$ cat src/gvt_pkg.sv
// Function
// - Row supply select bit: 0 core supply, 1 aux logic supply; resets 0
// - Column supply select bit: 0 core supply, 1 aux logic supply; resets 0
// - Row output level bit drives row low on 0, high on 1
// - Column output level bit drives column low or high; resets to ones
// - Columns 7 to 4 only release on 1; external pull-up gives high
// - Translator enable bit n couples column n with row n
// - Linked pair takes direction from column direction bit n only
// - Translator enable resets with all eight pairs unlinked
// - Column direction bit: 0 input, 1 output; resets to input
// - Columns 7 to 4 are always open-drain; mode bits not writable
package gvt_pkg;
  localparam logic [7:0] ROW_DIR_OFS   = 8'h34;
  localparam logic [7:0] COL_DIR_OFS   = 8'h35;
  localparam logic [7:0] ROW_MODE_OFS  = 8'h36;
  localparam logic [7:0] COL_MODE_OFS  = 8'h37;
  localparam logic [7:0] ROW_SUP_OFS   = 8'h38;
  localparam logic [7:0] COL_SUP_OFS   = 8'h39;
  localparam logic [7:0] ROW_LVL_OFS   = 8'h3a;
  localparam logic [7:0] COL_LVL_OFS   = 8'h3b;
  localparam logic [7:0] PAIR_LT_OFS   = 8'h3c;
  localparam logic [7:0] ROW_DIR_RST   = 8'h00;
  localparam logic [7:0] COL_DIR_RST   = 8'h00;
  localparam logic [7:0] ROW_MODE_RST  = 8'hff;
  localparam logic [7:0] COL_MODE_RST  = 8'h00;
  localparam logic [7:0] ROW_SUP_RST   = 8'h00;
  localparam logic [7:0] COL_SUP_RST   = 8'h00;
  localparam logic [7:0] ROW_LVL_RST   = 8'hff;
  localparam logic [7:0] COL_LVL_RST   = 8'hff;
  localparam logic [7:0] PAIR_LT_RST   = 8'h00;
  localparam logic [7:0] COL_MODE_WMASK = 8'h0f;
  localparam logic [7:0] UNMAPPED_DATA  = 8'h00;
  localparam int         PAIR_COUNT     = 8;
  localparam int         OD_FIXED_FIRST = 4;
endpackage

$ cat src/gvt_sync.sv
`timescale 1ns/1ns
module gvt_sync #(
  parameter int WIDTH = 8
) (
  input  wire logic             clk,
  input  wire logic             rst_n,
  input  wire logic [WIDTH-1:0] async_in,
  output logic      [WIDTH-1:0] sync_out
);
  logic [WIDTH-1:0] meta_reg;

  // First stage is read only by the second
  always_ff @(posedge clk) begin
    if (!rst_n) begin
      meta_reg <= '0;
      sync_out <= '0;
    end else begin
      meta_reg <= async_in;
      sync_out <= meta_reg;
    end
  end
endmodule

$ cat src/gvt_pin_pair.sv
`timescale 1ns/1ns
module gvt_pin_pair (
  input  wire logic clk,
  input  wire logic rst_n,
  input  wire logic lt_en,
  input  wire logic row_dir,
  input  wire logic col_dir,
  input  wire logic row_od,
  input  wire logic col_od,
  input  wire logic row_val,
  input  wire logic col_val,
  input  wire logic row_in,
  input  wire logic col_in,
  output logic      row_out,
  output logic      row_oe,
  output logic      col_out,
  output logic      col_oe
);
  logic row_drive;
  logic col_drive;
  logic row_level;
  logic col_level;

  // Linked pair: column direction alone decides which side drives
  assign row_drive = lt_en ? ~col_dir : row_dir;
  assign col_drive = col_dir;
  assign row_level = lt_en ? col_in : row_val;
  assign col_level = lt_en ? row_in : col_val;

  always_ff @(posedge clk) begin
    if (!rst_n) begin
      row_out <= 1'b0;
      row_oe  <= 1'b0;
      col_out <= 1'b0;
      col_oe  <= 1'b0;
    end else begin
      // Open-drain only pulls low and releases for high
      row_out <= row_od ? 1'b0 : row_level;
      row_oe  <= row_drive & (row_od ? ~row_level : 1'b1);
      col_out <= col_od ? 1'b0 : col_level;
      col_oe  <= col_drive & (col_od ? ~col_level : 1'b1);
    end
  end

  pair_to_col_a: assert property (
    @(posedge clk) disable iff (!rst_n)
      $past(lt_en & col_dir & ~col_od) |->
        col_oe && (col_out == $past(row_in)) && !row_oe)
    else $error("Linked pair did not copy row level to column");

  pair_to_row_a: assert property (
    @(posedge clk) disable iff (!rst_n)
      $past(lt_en & ~col_dir & ~row_od & ~row_dir) |->
        row_oe && (row_out == $past(col_in)) && !col_oe)
    else $error("Linked pair ignored column direction");

  row_drive_a: assert property (
    @(posedge clk) disable iff (!rst_n)
      $past(~lt_en & row_dir & ~row_od) |->
        row_oe && (row_out == $past(row_val)))
    else $error("Row output does not follow its level bit");

  col_drive_a: assert property (
    @(posedge clk) disable iff (!rst_n)
      $past(~lt_en & col_dir & ~col_od) |->
        col_oe && (col_out == $past(col_val)))
    else $error("Column output does not follow its level bit");

  col_input_a: assert property (
    @(posedge clk) disable iff (!rst_n) $past(~col_dir) |-> !col_oe)
    else $error("Input column is being driven");

  od_release_a: assert property (
    @(posedge clk) disable iff (!rst_n)
      $past(col_od) |-> !col_out && (col_oe == $past(col_dir & ~col_level)))
    else $error("Open-drain column drove high");
endmodule

$ cat src/gvt_top.sv
`timescale 1ns/1ns
module gvt_top (
  input  wire logic       MCLK,
  input  wire logic       RESET_N,
  input  wire logic [7:0] REG_ADDR,
  input  wire logic [7:0] REG_WDATA,
  input  wire logic       REG_WR,
  input  wire logic       REG_RD,
  output logic      [7:0] REG_RDATA,
  input  wire logic [7:0] ROW_IN,
  output logic      [7:0] ROW_OUT,
  output logic      [7:0] ROW_OE,
  input  wire logic [7:0] COL_IN,
  output logic      [7:0] COL_OUT,
  output logic      [7:0] COL_OE,
  output logic      [7:0] ROW_SUPPLY_SEL,
  output logic      [7:0] COL_SUPPLY_SEL
);
  logic [7:0] row_dir_reg;
  logic [7:0] col_dir_reg;
  logic [7:0] row_mode_reg;
  logic [7:0] col_mode_reg;
  logic [7:0] row_level_reg;
  logic [7:0] col_level_reg;
  logic [7:0] pair_lt_reg;
  logic [7:0] rdata_next;
  logic [7:0] row_in_s;
  logic [7:0] col_in_s;
  logic [7:0] col_od;
  logic [7:0] row_od;
  logic       wr_row_dir;
  logic       wr_col_dir;
  logic       wr_row_mode;
  logic       wr_col_mode;
  logic       wr_row_sup;
  logic       wr_col_sup;
  logic       wr_row_lvl;
  logic       wr_col_lvl;
  logic       wr_pair_lt;

  assign wr_row_dir  = REG_WR && (REG_ADDR == gvt_pkg::ROW_DIR_OFS);
  assign wr_col_dir  = REG_WR && (REG_ADDR == gvt_pkg::COL_DIR_OFS);
  assign wr_row_mode = REG_WR && (REG_ADDR == gvt_pkg::ROW_MODE_OFS);
  assign wr_col_mode = REG_WR && (REG_ADDR == gvt_pkg::COL_MODE_OFS);
  assign wr_row_sup  = REG_WR && (REG_ADDR == gvt_pkg::ROW_SUP_OFS);
  assign wr_col_sup  = REG_WR && (REG_ADDR == gvt_pkg::COL_SUP_OFS);
  assign wr_row_lvl  = REG_WR && (REG_ADDR == gvt_pkg::ROW_LVL_OFS);
  assign wr_col_lvl  = REG_WR && (REG_ADDR == gvt_pkg::COL_LVL_OFS);
  assign wr_pair_lt  = REG_WR && (REG_ADDR == gvt_pkg::PAIR_LT_OFS);

  // Unmapped offsets read as zero; writes to them are dropped
  assign rdata_next =
    (REG_ADDR == gvt_pkg::ROW_DIR_OFS)  ? row_dir_reg    :
    (REG_ADDR == gvt_pkg::COL_DIR_OFS)  ? col_dir_reg    :
    (REG_ADDR == gvt_pkg::ROW_MODE_OFS) ? row_mode_reg   :
    (REG_ADDR == gvt_pkg::COL_MODE_OFS) ? col_mode_reg   :
    (REG_ADDR == gvt_pkg::ROW_SUP_OFS)  ? ROW_SUPPLY_SEL :
    (REG_ADDR == gvt_pkg::COL_SUP_OFS)  ? COL_SUPPLY_SEL :
    (REG_ADDR == gvt_pkg::ROW_LVL_OFS)  ? row_level_reg  :
    (REG_ADDR == gvt_pkg::COL_LVL_OFS)  ? col_level_reg  :
    (REG_ADDR == gvt_pkg::PAIR_LT_OFS)  ? pair_lt_reg    :
    gvt_pkg::UNMAPPED_DATA;

  always_ff @(posedge MCLK) begin
    if (!RESET_N) begin
      row_dir_reg <= gvt_pkg::ROW_DIR_RST;
    end else if (wr_row_dir) begin
      row_dir_reg <= REG_WDATA;
    end
  end

  always_ff @(posedge MCLK) begin
    if (!RESET_N) begin
      col_dir_reg <= gvt_pkg::COL_DIR_RST;
    end else if (wr_col_dir) begin
      col_dir_reg <= REG_WDATA;
    end
  end

  always_ff @(posedge MCLK) begin
    if (!RESET_N) begin
      row_mode_reg <= gvt_pkg::ROW_MODE_RST;
    end else if (wr_row_mode) begin
      row_mode_reg <= REG_WDATA;
    end
  end

  // Upper mode bits are not writable, so those columns stay open-drain
  always_ff @(posedge MCLK) begin
    if (!RESET_N) begin
      col_mode_reg <= gvt_pkg::COL_MODE_RST;
    end else if (wr_col_mode) begin
      col_mode_reg <= REG_WDATA & gvt_pkg::COL_MODE_WMASK;
    end
  end

  always_ff @(posedge MCLK) begin
    if (!RESET_N) begin
      ROW_SUPPLY_SEL <= gvt_pkg::ROW_SUP_RST;
    end else if (wr_row_sup) begin
      ROW_SUPPLY_SEL <= REG_WDATA;
    end
  end

  always_ff @(posedge MCLK) begin
    if (!RESET_N) begin
      COL_SUPPLY_SEL <= gvt_pkg::COL_SUP_RST;
    end else if (wr_col_sup) begin
      COL_SUPPLY_SEL <= REG_WDATA;
    end
  end

  always_ff @(posedge MCLK) begin
    if (!RESET_N) begin
      row_level_reg <= gvt_pkg::ROW_LVL_RST;
    end else if (wr_row_lvl) begin
      row_level_reg <= REG_WDATA;
    end
  end

  always_ff @(posedge MCLK) begin
    if (!RESET_N) begin
      col_level_reg <= gvt_pkg::COL_LVL_RST;
    end else if (wr_col_lvl) begin
      col_level_reg <= REG_WDATA;
    end
  end

  // Pairs come up unlinked so every pin acts alone until software asks
  always_ff @(posedge MCLK) begin
    if (!RESET_N) begin
      pair_lt_reg <= gvt_pkg::PAIR_LT_RST;
    end else if (wr_pair_lt) begin
      pair_lt_reg <= REG_WDATA;
    end
  end

  // Read data holds between reads, so a slow master may fetch it late
  always_ff @(posedge MCLK) begin
    if (!RESET_N) begin
      REG_RDATA <= 8'h00;
    end else if (REG_RD) begin
      REG_RDATA <= rdata_next;
    end
  end

  // Pins are asynchronous to MCLK, so a translated level lags by a few cycles
  gvt_sync #(.WIDTH(8)) u_row_sync (
    .clk      (MCLK),
    .rst_n    (RESET_N),
    .async_in (ROW_IN),
    .sync_out (row_in_s)
  );

  gvt_sync #(.WIDTH(8)) u_col_sync (
    .clk      (MCLK),
    .rst_n    (RESET_N),
    .async_in (COL_IN),
    .sync_out (col_in_s)
  );

  // Mode bit 0 means open-drain; upper columns are forced open-drain
  assign row_od = ~row_mode_reg;
  assign col_od = ~(col_mode_reg & gvt_pkg::COL_MODE_WMASK);

  for (genvar n = 0; n < gvt_pkg::PAIR_COUNT; n++) begin : g_pair
    gvt_pin_pair u_pair (
      .clk     (MCLK),
      .rst_n   (RESET_N),
      .lt_en   (pair_lt_reg[n]),
      .row_dir (row_dir_reg[n]),
      .col_dir (col_dir_reg[n]),
      .row_od  (row_od[n]),
      .col_od  (col_od[n]),
      .row_val (row_level_reg[n]),
      .col_val (col_level_reg[n]),
      .row_in  (row_in_s[n]),
      .col_in  (col_in_s[n]),
      .row_out (ROW_OUT[n]),
      .row_oe  (ROW_OE[n]),
      .col_out (COL_OUT[n]),
      .col_oe  (COL_OE[n])
    );
  end

  row_sup_reset_a: assert property (
    @(posedge MCLK) !RESET_N |=> ROW_SUPPLY_SEL == 8'h00)
    else $error("Row supply select not cleared by reset");

  col_sup_reset_a: assert property (
    @(posedge MCLK) !RESET_N |=> COL_SUPPLY_SEL == 8'h00)
    else $error("Column supply select not cleared by reset");

  lt_reset_a: assert property (
    @(posedge MCLK) !RESET_N |=> pair_lt_reg == 8'h00 && COL_OE == 8'h00)
    else $error("Translator pairs not disabled after reset");

  col_sup_write_a: assert property (
    @(posedge MCLK) disable iff (!RESET_N)
      wr_col_sup |=> COL_SUPPLY_SEL == $past(REG_WDATA))
    else $error("Column supply select write lost");

  lt_write_a: assert property (
    @(posedge MCLK) disable iff (!RESET_N)
      wr_pair_lt |=> pair_lt_reg == $past(REG_WDATA))
    else $error("Translator enable write lost");

  od_mode_fixed_a: assert property (
    @(posedge MCLK) disable iff (!RESET_N)
      col_mode_reg[7:4] == 4'h0 && COL_OUT[7:4] == 4'h0)
    else $error("Upper column left open-drain mode");

  row_lvl_drive_a: assert property (
    @(posedge MCLK) disable iff (!RESET_N)
      (wr_row_lvl && pair_lt_reg == 8'h00 && row_dir_reg == 8'hff &&
       row_mode_reg == 8'hff) ##1 (pair_lt_reg == 8'h00 &&
       row_dir_reg == 8'hff && row_mode_reg == 8'hff)
      |=> ROW_OUT == $past(REG_WDATA, 2) && ROW_OE == 8'hff)
    else $error("Row pins do not show the written level");

  row_sup_write_a: assert property (
    @(posedge MCLK) disable iff (!RESET_N)
      wr_row_sup |=> ROW_SUPPLY_SEL == $past(REG_WDATA))
    else $error("Row supply select write lost");

  col_dir_write_a: assert property (
    @(posedge MCLK) disable iff (!RESET_N)
      wr_col_dir |=> col_dir_reg == $past(REG_WDATA))
    else $error("Column direction write lost");

  row_lvl_write_a: assert property (
    @(posedge MCLK) disable iff (!RESET_N)
      wr_row_lvl |=> row_level_reg == $past(REG_WDATA))
    else $error("Row level write lost");

  col_lvl_write_a: assert property (
    @(posedge MCLK) disable iff (!RESET_N)
      wr_col_lvl |=> col_level_reg == $past(REG_WDATA))
    else $error("Column level write lost");

  col_mode_mask_a: assert property (
    @(posedge MCLK) disable iff (!RESET_N)
      wr_col_mode |=> col_mode_reg == {4'h0, $past(REG_WDATA[3:0])})
    else $error("Upper column mode bits took a write");

  col_dir_reset_a: assert property (
    @(posedge MCLK) !RESET_N |=> col_dir_reg == 8'h00)
    else $error("Columns not inputs after reset");

  col_lvl_reset_a: assert property (
    @(posedge MCLK) !RESET_N |=> col_level_reg == 8'hff)
    else $error("Column levels not high after reset");

  row_sup_read_a: assert property (
    @(posedge MCLK) disable iff (!RESET_N)
      REG_RD && REG_ADDR == gvt_pkg::ROW_SUP_OFS |=>
        REG_RDATA == $past(ROW_SUPPLY_SEL))
    else $error("Row supply select read back wrong");

  col_sup_read_a: assert property (
    @(posedge MCLK) disable iff (!RESET_N)
      REG_RD && REG_ADDR == gvt_pkg::COL_SUP_OFS |=>
        REG_RDATA == $past(COL_SUPPLY_SEL))
    else $error("Column supply select read back wrong");

  lt_read_a: assert property (
    @(posedge MCLK) disable iff (!RESET_N)
      REG_RD && REG_ADDR == gvt_pkg::PAIR_LT_OFS |=>
        REG_RDATA == $past(pair_lt_reg))
    else $error("Translator enable read back wrong");

  unlinked_row_a: assert property (
    @(posedge MCLK) disable iff (!RESET_N)
      pair_lt_reg == 8'h00 && row_mode_reg == 8'hff |=>
        ROW_OUT == $past(row_level_reg) && ROW_OE == $past(row_dir_reg))
    else $error("Unlinked row does not follow its own registers");

  unlinked_col_a: assert property (
    @(posedge MCLK) disable iff (!RESET_N)
      pair_lt_reg[3:0] == 4'h0 && col_mode_reg[3:0] == 4'hf |=>
        COL_OUT[3:0] == $past(col_level_reg[3:0]))
    else $error("Unlinked column does not follow its level");

  linked_row_oe_a: assert property (
    @(posedge MCLK) disable iff (!RESET_N)
      pair_lt_reg == 8'hff && row_mode_reg == 8'hff |=>
        ROW_OE == ~$past(col_dir_reg))
    else $error("Linked row drive not set by column direction");

  linked_col_oe_a: assert property (
    @(posedge MCLK) disable iff (!RESET_N)
      pair_lt_reg == 8'hff && col_mode_reg == 8'h0f |=>
        COL_OE[3:0] == $past(col_dir_reg[3:0]))
    else $error("Linked column drive not set by column direction");

  upper_od_oe_a: assert property (
    @(posedge MCLK) disable iff (!RESET_N)
      pair_lt_reg[7:4] == 4'h0 && col_dir_reg[7:4] == 4'hf |=>
        COL_OE[7:4] == ~$past(col_level_reg[7:4]))
    else $error("Upper column did not release for a high level");

  row_od_a: assert property (
    @(posedge MCLK) disable iff (!RESET_N)
      row_mode_reg == 8'h00 && pair_lt_reg == 8'h00 |=>
        ROW_OUT == 8'h00 && ROW_OE == $past(row_dir_reg & ~row_level_reg))
    else $error("Open-drain row drove high");
endmodule

$ cat config.mk
export PLATFORM = sky130hd
export DESIGN_NAME = gvt_top
export DESIGN_NICKNAME = d
export VERILOG_FILES = /design/src/gvt_pkg.sv /design/src/gvt_sync.sv /design/src/gvt_pin_pair.sv /design/src/gvt_top.sv
export SDC_FILE = /design/constraint.sdc
export NUM_CORES = 1
export LEC_CHECK = 0
export BUFFER_PORTS_ARGS = -buffer_cell sky130_fd_sc_hd__buf_2
export CAP_MARGIN = 10
export CORE_MARGIN = 5
export CORE_UTILIZATION = 45
export CTS_CLUSTER_SIZE = 25
export DETAILED_ROUTE_END_ITERATION = 12
export HOLD_SLACK_MARGIN = 0.15
export PLACE_DENSITY = 0.63
export SYNTH_ARGS = -nofsm -noshare
export SYNTH_HDL_FRONTEND = slang
export SYNTH_SLANG_ARGS = --single-unit
$ cat constraint.sdc
create_clock -name MCLK -period 1.8 [get_ports MCLK]
set_input_delay 0.09 -clock MCLK [delete_from_list [all_inputs] [get_ports MCLK]]
set_output_delay 0.09 -clock MCLK [all_outputs]
set_load 0.005 [all_outputs]
==> results of run 1 <==
## layout make-up
cell class	instances	area (um2)	area share, %
repair buffers	152	993.5	13.75
clock inverters	11	168.9	2.338
multi-input cells	435	2614	36.18
inverters	8	30.03	0.4157
well taps	172	215.2	2.979
clock buffers	21	480.5	6.651
flip-flops and latches	136	2723	37.69
## layer usage
metal	GRT usage [%]	vias to the layer above
li1	-	2357
met1	27.94	2270
met2	32.78	143
met3	5.540	26
met4	9.135	0
met5	0	-
## cells by family (layout without fill, tap and decap cells)
family | count (synthesis) | after routing | share of synthesized area, %
compound gates | 95 | 95 | 11.61
buf+inv | 93 | 192 | 8.493
flops | 136 | 136 | 46.79
mux | 54 | 54 | 9.331
other cells | 1 | 4 | 0.06444
simple gates | 282 | 282 | 23.72
## repair_timing
| action | 4_1_cts | 5_1_grt |
|---|---|---|
| hold buffers | 27 | 0 |
| hold endpoints to repair | 93 | 0 |
| buffers inserted | 0 | 0 |
## layout by cell type, fill, tap and decap left out, types with 11 or more instances in the layout
cell type / synthesis / routed
buf_4: 35 / 39
nor2_1: 32 / 32
o211ai_1: 19 / 19
dfxtp_1: 136 / 136
and3_1: 11 / 11
dlygate4sd3_1: 0 / 27
and2_1: 34 / 34
clkbuf_16: 0 / 17
buf_2: 11 / 86
nand3_1: 28 / 28
nand2_1: 131 / 131
mux2i_1: 52 / 52
nor2b_1: 28 / 28
o21ai_0: 21 / 21
a21boi_0: 14 / 14
## per-stage QoR
step | area (um2) | hold slack, ns
final | 7224 | 0.2113
after global routing | 7224 | 0.2372
after CTS | 7224 | 0.1898
after detailed placement | 6305 | 0.2981
after global placement | 6305 | 0.2943
after floorplan | 5831 | 0.2173
## path summary, 6_finish.rpt
| check | endpoint | slack [ns] | cells past startpoint |
|---|---|---|---|
| worst max-delay path | col_level_reg[2]$_SDFFE_PN1P_ | 0.20 | 8 |
| worst min-delay path | REG_RDATA[6]$_SDFFE_PN0P_ | 0.21 | 4 |
| worst max register to register | REG_RDATA[7]$_SDFFE_PN0P_ | 0.44 | 5 |
| worst min register to register | u_row_sync.sync_out[2]$_SDFF_PN0_ | 0.43 | 1 |
## report_power, final
group / total [mW] / internal, mW / switching, mW
logic: 0.366 / 0.167 / 0.199
registers: 3.08 / 3.06 / 0.0150
clock network: 3.75 / 2.46 / 1.29
total: 7.19 / 5.69 / 1.50
## worst register-to-register path, cell delays in order (launching register included)
cell and delay (ns):
dfxtp_1 0.35, mux2i_1 0.10, nor3b_1 0.19, a31oi_1 0.06, o221a_1 0.26, o41ai_2 0.31
==> out/metrics.csv, run 1 <==
stage;metric;value;unit
layout;n_antenna_cell;0;
worst_setup_path;cp.arrival;1.91;ns
layout;stdcell_count;935;
timing;finalHoldViolations;0;
timing;timing.final.crit_share;89.14;%
timing;slew_violations;0;
worst_setup_path;crit_path_end_kind;register;
worst_setup_path;critPathMaxFanout;9;
global_route;grt_util_all_layers;21.20;%
synth;synth_top_area_cell;dfxtp_1;
timing;max_clock_freq;0.6232;GHz
worst_setup_path;critPathLaunchType;primary input;
route;drt_wl_total;15480;um
global_route;grt_start_max_net_pins;63;
synth;synth_edf_count;0;
cts;clkTransAtPathRegs;0.06;ns
synth;yosysTopAreaCellShare;46.79;%
placement;globalplace.congestion;0.9141;
route;routed-wl-met3;855;um
route;drtIter0Drc;322;
route;num_vias;4796;
layout;fillers;1147;
pwr;power;7.193;mW
worst_setup_path;r2r-start;col_level_reg[7]$_SDFFE_PN1P_;
synth;syn_area_per_cell;8.804;um2
floorplanning;design.die.area;15310;um2
worst_setup_path;path_cells;buf_2, nand4bb_4, nor2_2, nand4_1, buf_4, nand2_1, nand3_1, dlygate4sd3_1;
synth;yosys-top-cells-count;136 x dfxtp_1, 131 x nand2_1, 52 x mux2i_1;
route;top_layer;met4;
cts;cts_max_level;4;
timing;worst_slack;0.1955;ns
timing;skew;0.006048;ns
timing;rsz0062_at_grt;no;
synth;syn_area;5819;um2
synth;ys.flop_type;dfxtp_1;
floorplanning;ios;92;
synth;ys_seq_elements;136;
placement;dp_cells;876;
route;firstDrtPassIters;5;
floorplanning;core;12670;um2
synth;ys_seq_area_share;46.79;%
cts;cts-root-buf;clkbuf_16;
placement;place.port_buffers;87;
pwr;ir_drop;565.5;uV
synth;synthArstFlopShare;0;%
synth;synthDistinctLibCells;43;
layout;final_util;57.02;%
layout;syn_to_final_growth;24.15;%
placement;hpwl;10820;um
global_route;grt_pass1_wl;24540;um
timing;min_period;1.605;ns
route;dr_wl_met2;7038;um
worst_setup_path;path_delay_family;simple AND/OR/NAND/NOR gates;
worst_setup_path;cp_slowest_stage_delay;0.56;ns
floorplanning;die_y;123.7;um
global_route;antenna_found_initial;0;
layout;drive_gt1_share;22.02;%
worst_setup_path;worst-path-buf-inv;3;
cts;clockBufferDepth;2;
cts;cts_tree;done;
pwr;p_per_area;995.7;nW/um2
worst_hold_path;hp-class;in -> reg;
floorplanning;dieWidth;123.7;um
synth;synthTopCellsByArea;dfxtp_1 47%, mux2i_1 8.9%, nand2_1 8.4%;
timing;timing.slew.headroom;61.68;%
route;wire_per_inst;16.56;um
floorplanning;initial_utilization;45.93;%
run;drv_cap;0;
synth;synth.most_common_cell;dfxtp_1;
route;wl_met1;7218;um
layout;fin_nets;786;
route;drc;0;
route;ant_nets;0;
worst_setup_path;cpMaxStageDelayCell;dlygate4sd3_1;
global_route;grt_pass1_vias;4715;
outcome;status;finished clean;
timing;tns;0;ns
worst_hold_path;hold_start;REG_ADDR[1];
worst_setup_path;setup.worst_path.class;in -> reg;
synth;syn_inst;661;
pwr;p_leak;3.326;nW
worst_setup_path;crit_required;2.11;ns
cts;cts_sinks;136;
cts;cts_made_buffers;17;
cts;clk-insertion-delay-late;0.42;ns
global_route;overflow;0;
cts;cts_resized;0;
worst_setup_path;crit_start;REG_ADDR[6];
route;via_per_inst;5.129;
timing;setup_viol;0;
timing;worstMarginPinSlew;0.5749;ns
placement;dpl_worst_slack;0.08413;ns
synth;ys_warn_count;0;
floorplanning;rows;41;
Power figures use the tool's default switching activity.
==> run 2: changes to the inputs <==
==> constraint.sdc (replaced) <==
create_clock -name MCLK -period 1.8 [get_ports MCLK]
set_input_delay 0.27 -clock MCLK [delete_from_list [all_inputs] [get_ports MCLK]]
set_output_delay 0.27 -clock MCLK [all_outputs]
set_load 0.005 [all_outputs]
==> run 2 against run 1 <==
Hold slack got worse by 0.030 ns. Utilization fell by 0.55 points. Non-clock buffer count rose by 4. Clock power fell by 13%. Register-to-register slack barely moved. Power fell by 6.5%. Final area fell by 0.97%. First-iteration DRC count fell by 2.5%. Maximum frequency rose by 6.0%. Critical endpoint is now REG_RDATA[4]$_SDFFE_PN0P_. Largest cell class unchanged.
==> out/metrics.csv, run 2 (synthesis results as in run 1) <==
stage;metric;value;unit
floorplanning;initial_utilization;45.93;%
timing;tns;0;ns
cts;post_cts_buffers;0;
worst_hold_path;hp-class;in -> reg;
worst_setup_path;crit_path_end_kind;register;
placement;place_area;6422;um2
timing;holdWs;0.1816;ns
worst_setup_path;crit_required;2.14;ns
route;drt_wl_total;15460;um
cts;cts_sinks;136;
run;drv_cap;0;
floorplanning;dieWidth;123.7;um
placement;globalplace.congestion;0.9044;
worst_setup_path;setup.worst_path.class;in -> reg;
worst_hold_path;min_path_cells;3;
layout;n_antenna_cell;0;
layout;layout_common_cells;136 x dfxtp_1, 131 x nand2_1, 86 x buf_2;
route;firstDrtPassIters;5;
worst_setup_path;r2r_end;REG_RDATA[7]$_SDFFE_PN0P_;
floorplanning;design.die.area;15310;um2
placement;dp_cells;890;
global_route;antenna_found_initial;0;
layout;syn_to_final_growth;22.94;%
pwr;p_per_area;940.3;nW/um2
route;wire_per_inst;16.46;um
placement;hpwl;11070;um
placement;place.port_buffers;87;
timing;setup_viol;0;
cts;cts_max_level;4;
worst_setup_path;cp.arrival;1.85;ns
timing;skew;0.006256;ns
cts;clk-insertion-delay-late;0.42;ns
layout;fin_nets;790;
cts;cts_made_buffers;17;
layout;final_common_cell;dfxtp_1;
timing;timing.final.crit_share;84.12;%
global_route;grt_pass1_vias;4683;
floorplanning;rows;41;
cts;clkTransAtPathRegs;0.06;ns
worst_setup_path;r2r-start;col_level_reg[7]$_SDFFE_PN1P_;
cts;cts-root-buf;clkbuf_16;
cts;cts_tree;done;
outcome;status;finished clean;
worst_setup_path;worstRegToRegCells;5;
route;ant_nets;0;
pwr;p_leak;3.329;nW
layout;stdcell_area;7154;um2
worst_hold_path;hold_start;REG_WDATA[4];
timing;slew_violations;0;
worst_setup_path;r2r_slack;0.45;ns
floorplanning;core;12670;um2
layout;drive_gt1_share;23.34;%
cts;clockBufferDepth;2;
worst_hold_path;min_to;row_dir_reg[4]$_SDFFE_PN0P_;
route;drtIter0Drc;314;
worst_setup_path;critPathLaunchType;primary input;
global_route;grt_util_all_layers;20.94;%
floorplanning;die_y;123.7;um
route;drc;0;
timing;finalHoldViolations;0;
global_route;grt_pass1_wl;24460;um
floorplanning;ios;92;
timing;rsz0062_at_grt;no;
global_route;overflow;0;
timing;max_clock_freq;0.6604;GHz
global_route;grt_start_max_net_pins;56;
layout;stdcell_count;939;
timing;min_period;1.514;ns
pwr;ir_drop;627.5;uV
worst_setup_path;critPathMaxFanout;55;
route;via_per_inst;5.180;
route;num_vias;4864;
run 2: layout make-up:
cell class | instances | area (um2)
Clock buffer | 24 | 491.7
Multi-Input combinational cell | 435 | 2614
Sequential cell | 136 | 2723
Inverter | 8 | 30.03
Clock inverter | 8 | 70.07
Tap cell | 172 | 215.2
Timing Repair Buffer | 156 | 1011
Fill cell | 1162 | 5517
run 2: routing by layer:
metal | global-route usage (%) | share of wire, % | vias up
met4 | 8.512 | 2.4 | 0
met1 | 28.04 | 45 | 2296
met3 | 4.723 | 6.5 | 29
met5 | 0 | 0 | -
li1 | - | - | 2372
met2 | 32.65 | 46 | 167
run 2: per-stage QoR:
| step | setup slack [ns] | power, mW | util (%) |
|---|---|---|---|
| 2_1_floorplan | 0.2646 | 3.359 | - |
| 3_3_place_gp | 0.05807 | 3.473 | 50.69 |
| 3_5_place_dp | 0.007149 | 3.479 | 50.69 |
| 4_1_cts | 0.2974 | 6.750 | 56.46 |
| 5_1_grt | 0.1685 | 6.933 | 56.46 |
| 6_report | 0.2858 | 6.727 | 56.46 |
run 2: worst max-delay path by stage:
stage | from | endpoint | slack, ns | cells after the start
after floorplan | REG_ADDR[1] | REG_RDATA[7]$_SDFFE_PN0P_ | 0.26 | 5
after global placement | REG_ADDR[6] | row_mode_reg[3]$_SDFFE_PN1P_ | 0.06 | 7
after detailed placement | REG_ADDR[6] | REG_RDATA[7]$_SDFFE_PN0P_ | 0.007 | 6
after CTS | RESET_N | REG_RDATA[4]$_SDFFE_PN0P_ | 0.30 | 5
after global routing | RESET_N | REG_RDATA[4]$_SDFFE_PN0P_ | 0.17 | 5
final | RESET_N | REG_RDATA[4]$_SDFFE_PN0P_ | 0.29 | 5
run 2: power breakdown:
part | internal, mW | total [mW] | switching (mW) | leakage, nW
sequential | 3.06 | 3.08 | 0.0159 | 1.11
combinational | 0.165 | 0.367 | 0.201 | 1.95
clock | 2.03 | 3.28 | 1.25 | 0.276
run 2: worst max-delay path: stages:
cell           delay, ns
dlygate4sd3_1       0.52
buf_4               0.24
buf_4               0.46
o21ai_0             0.16
a31oi_1             0.18
run 2: what timing repair did:
| action | CTS | global route |
|---|---|---|
| hold buffers | 17 | 0 |
| resized for setup | 0 | 0 |
| hold endpoints to repair | 17 | 0 |
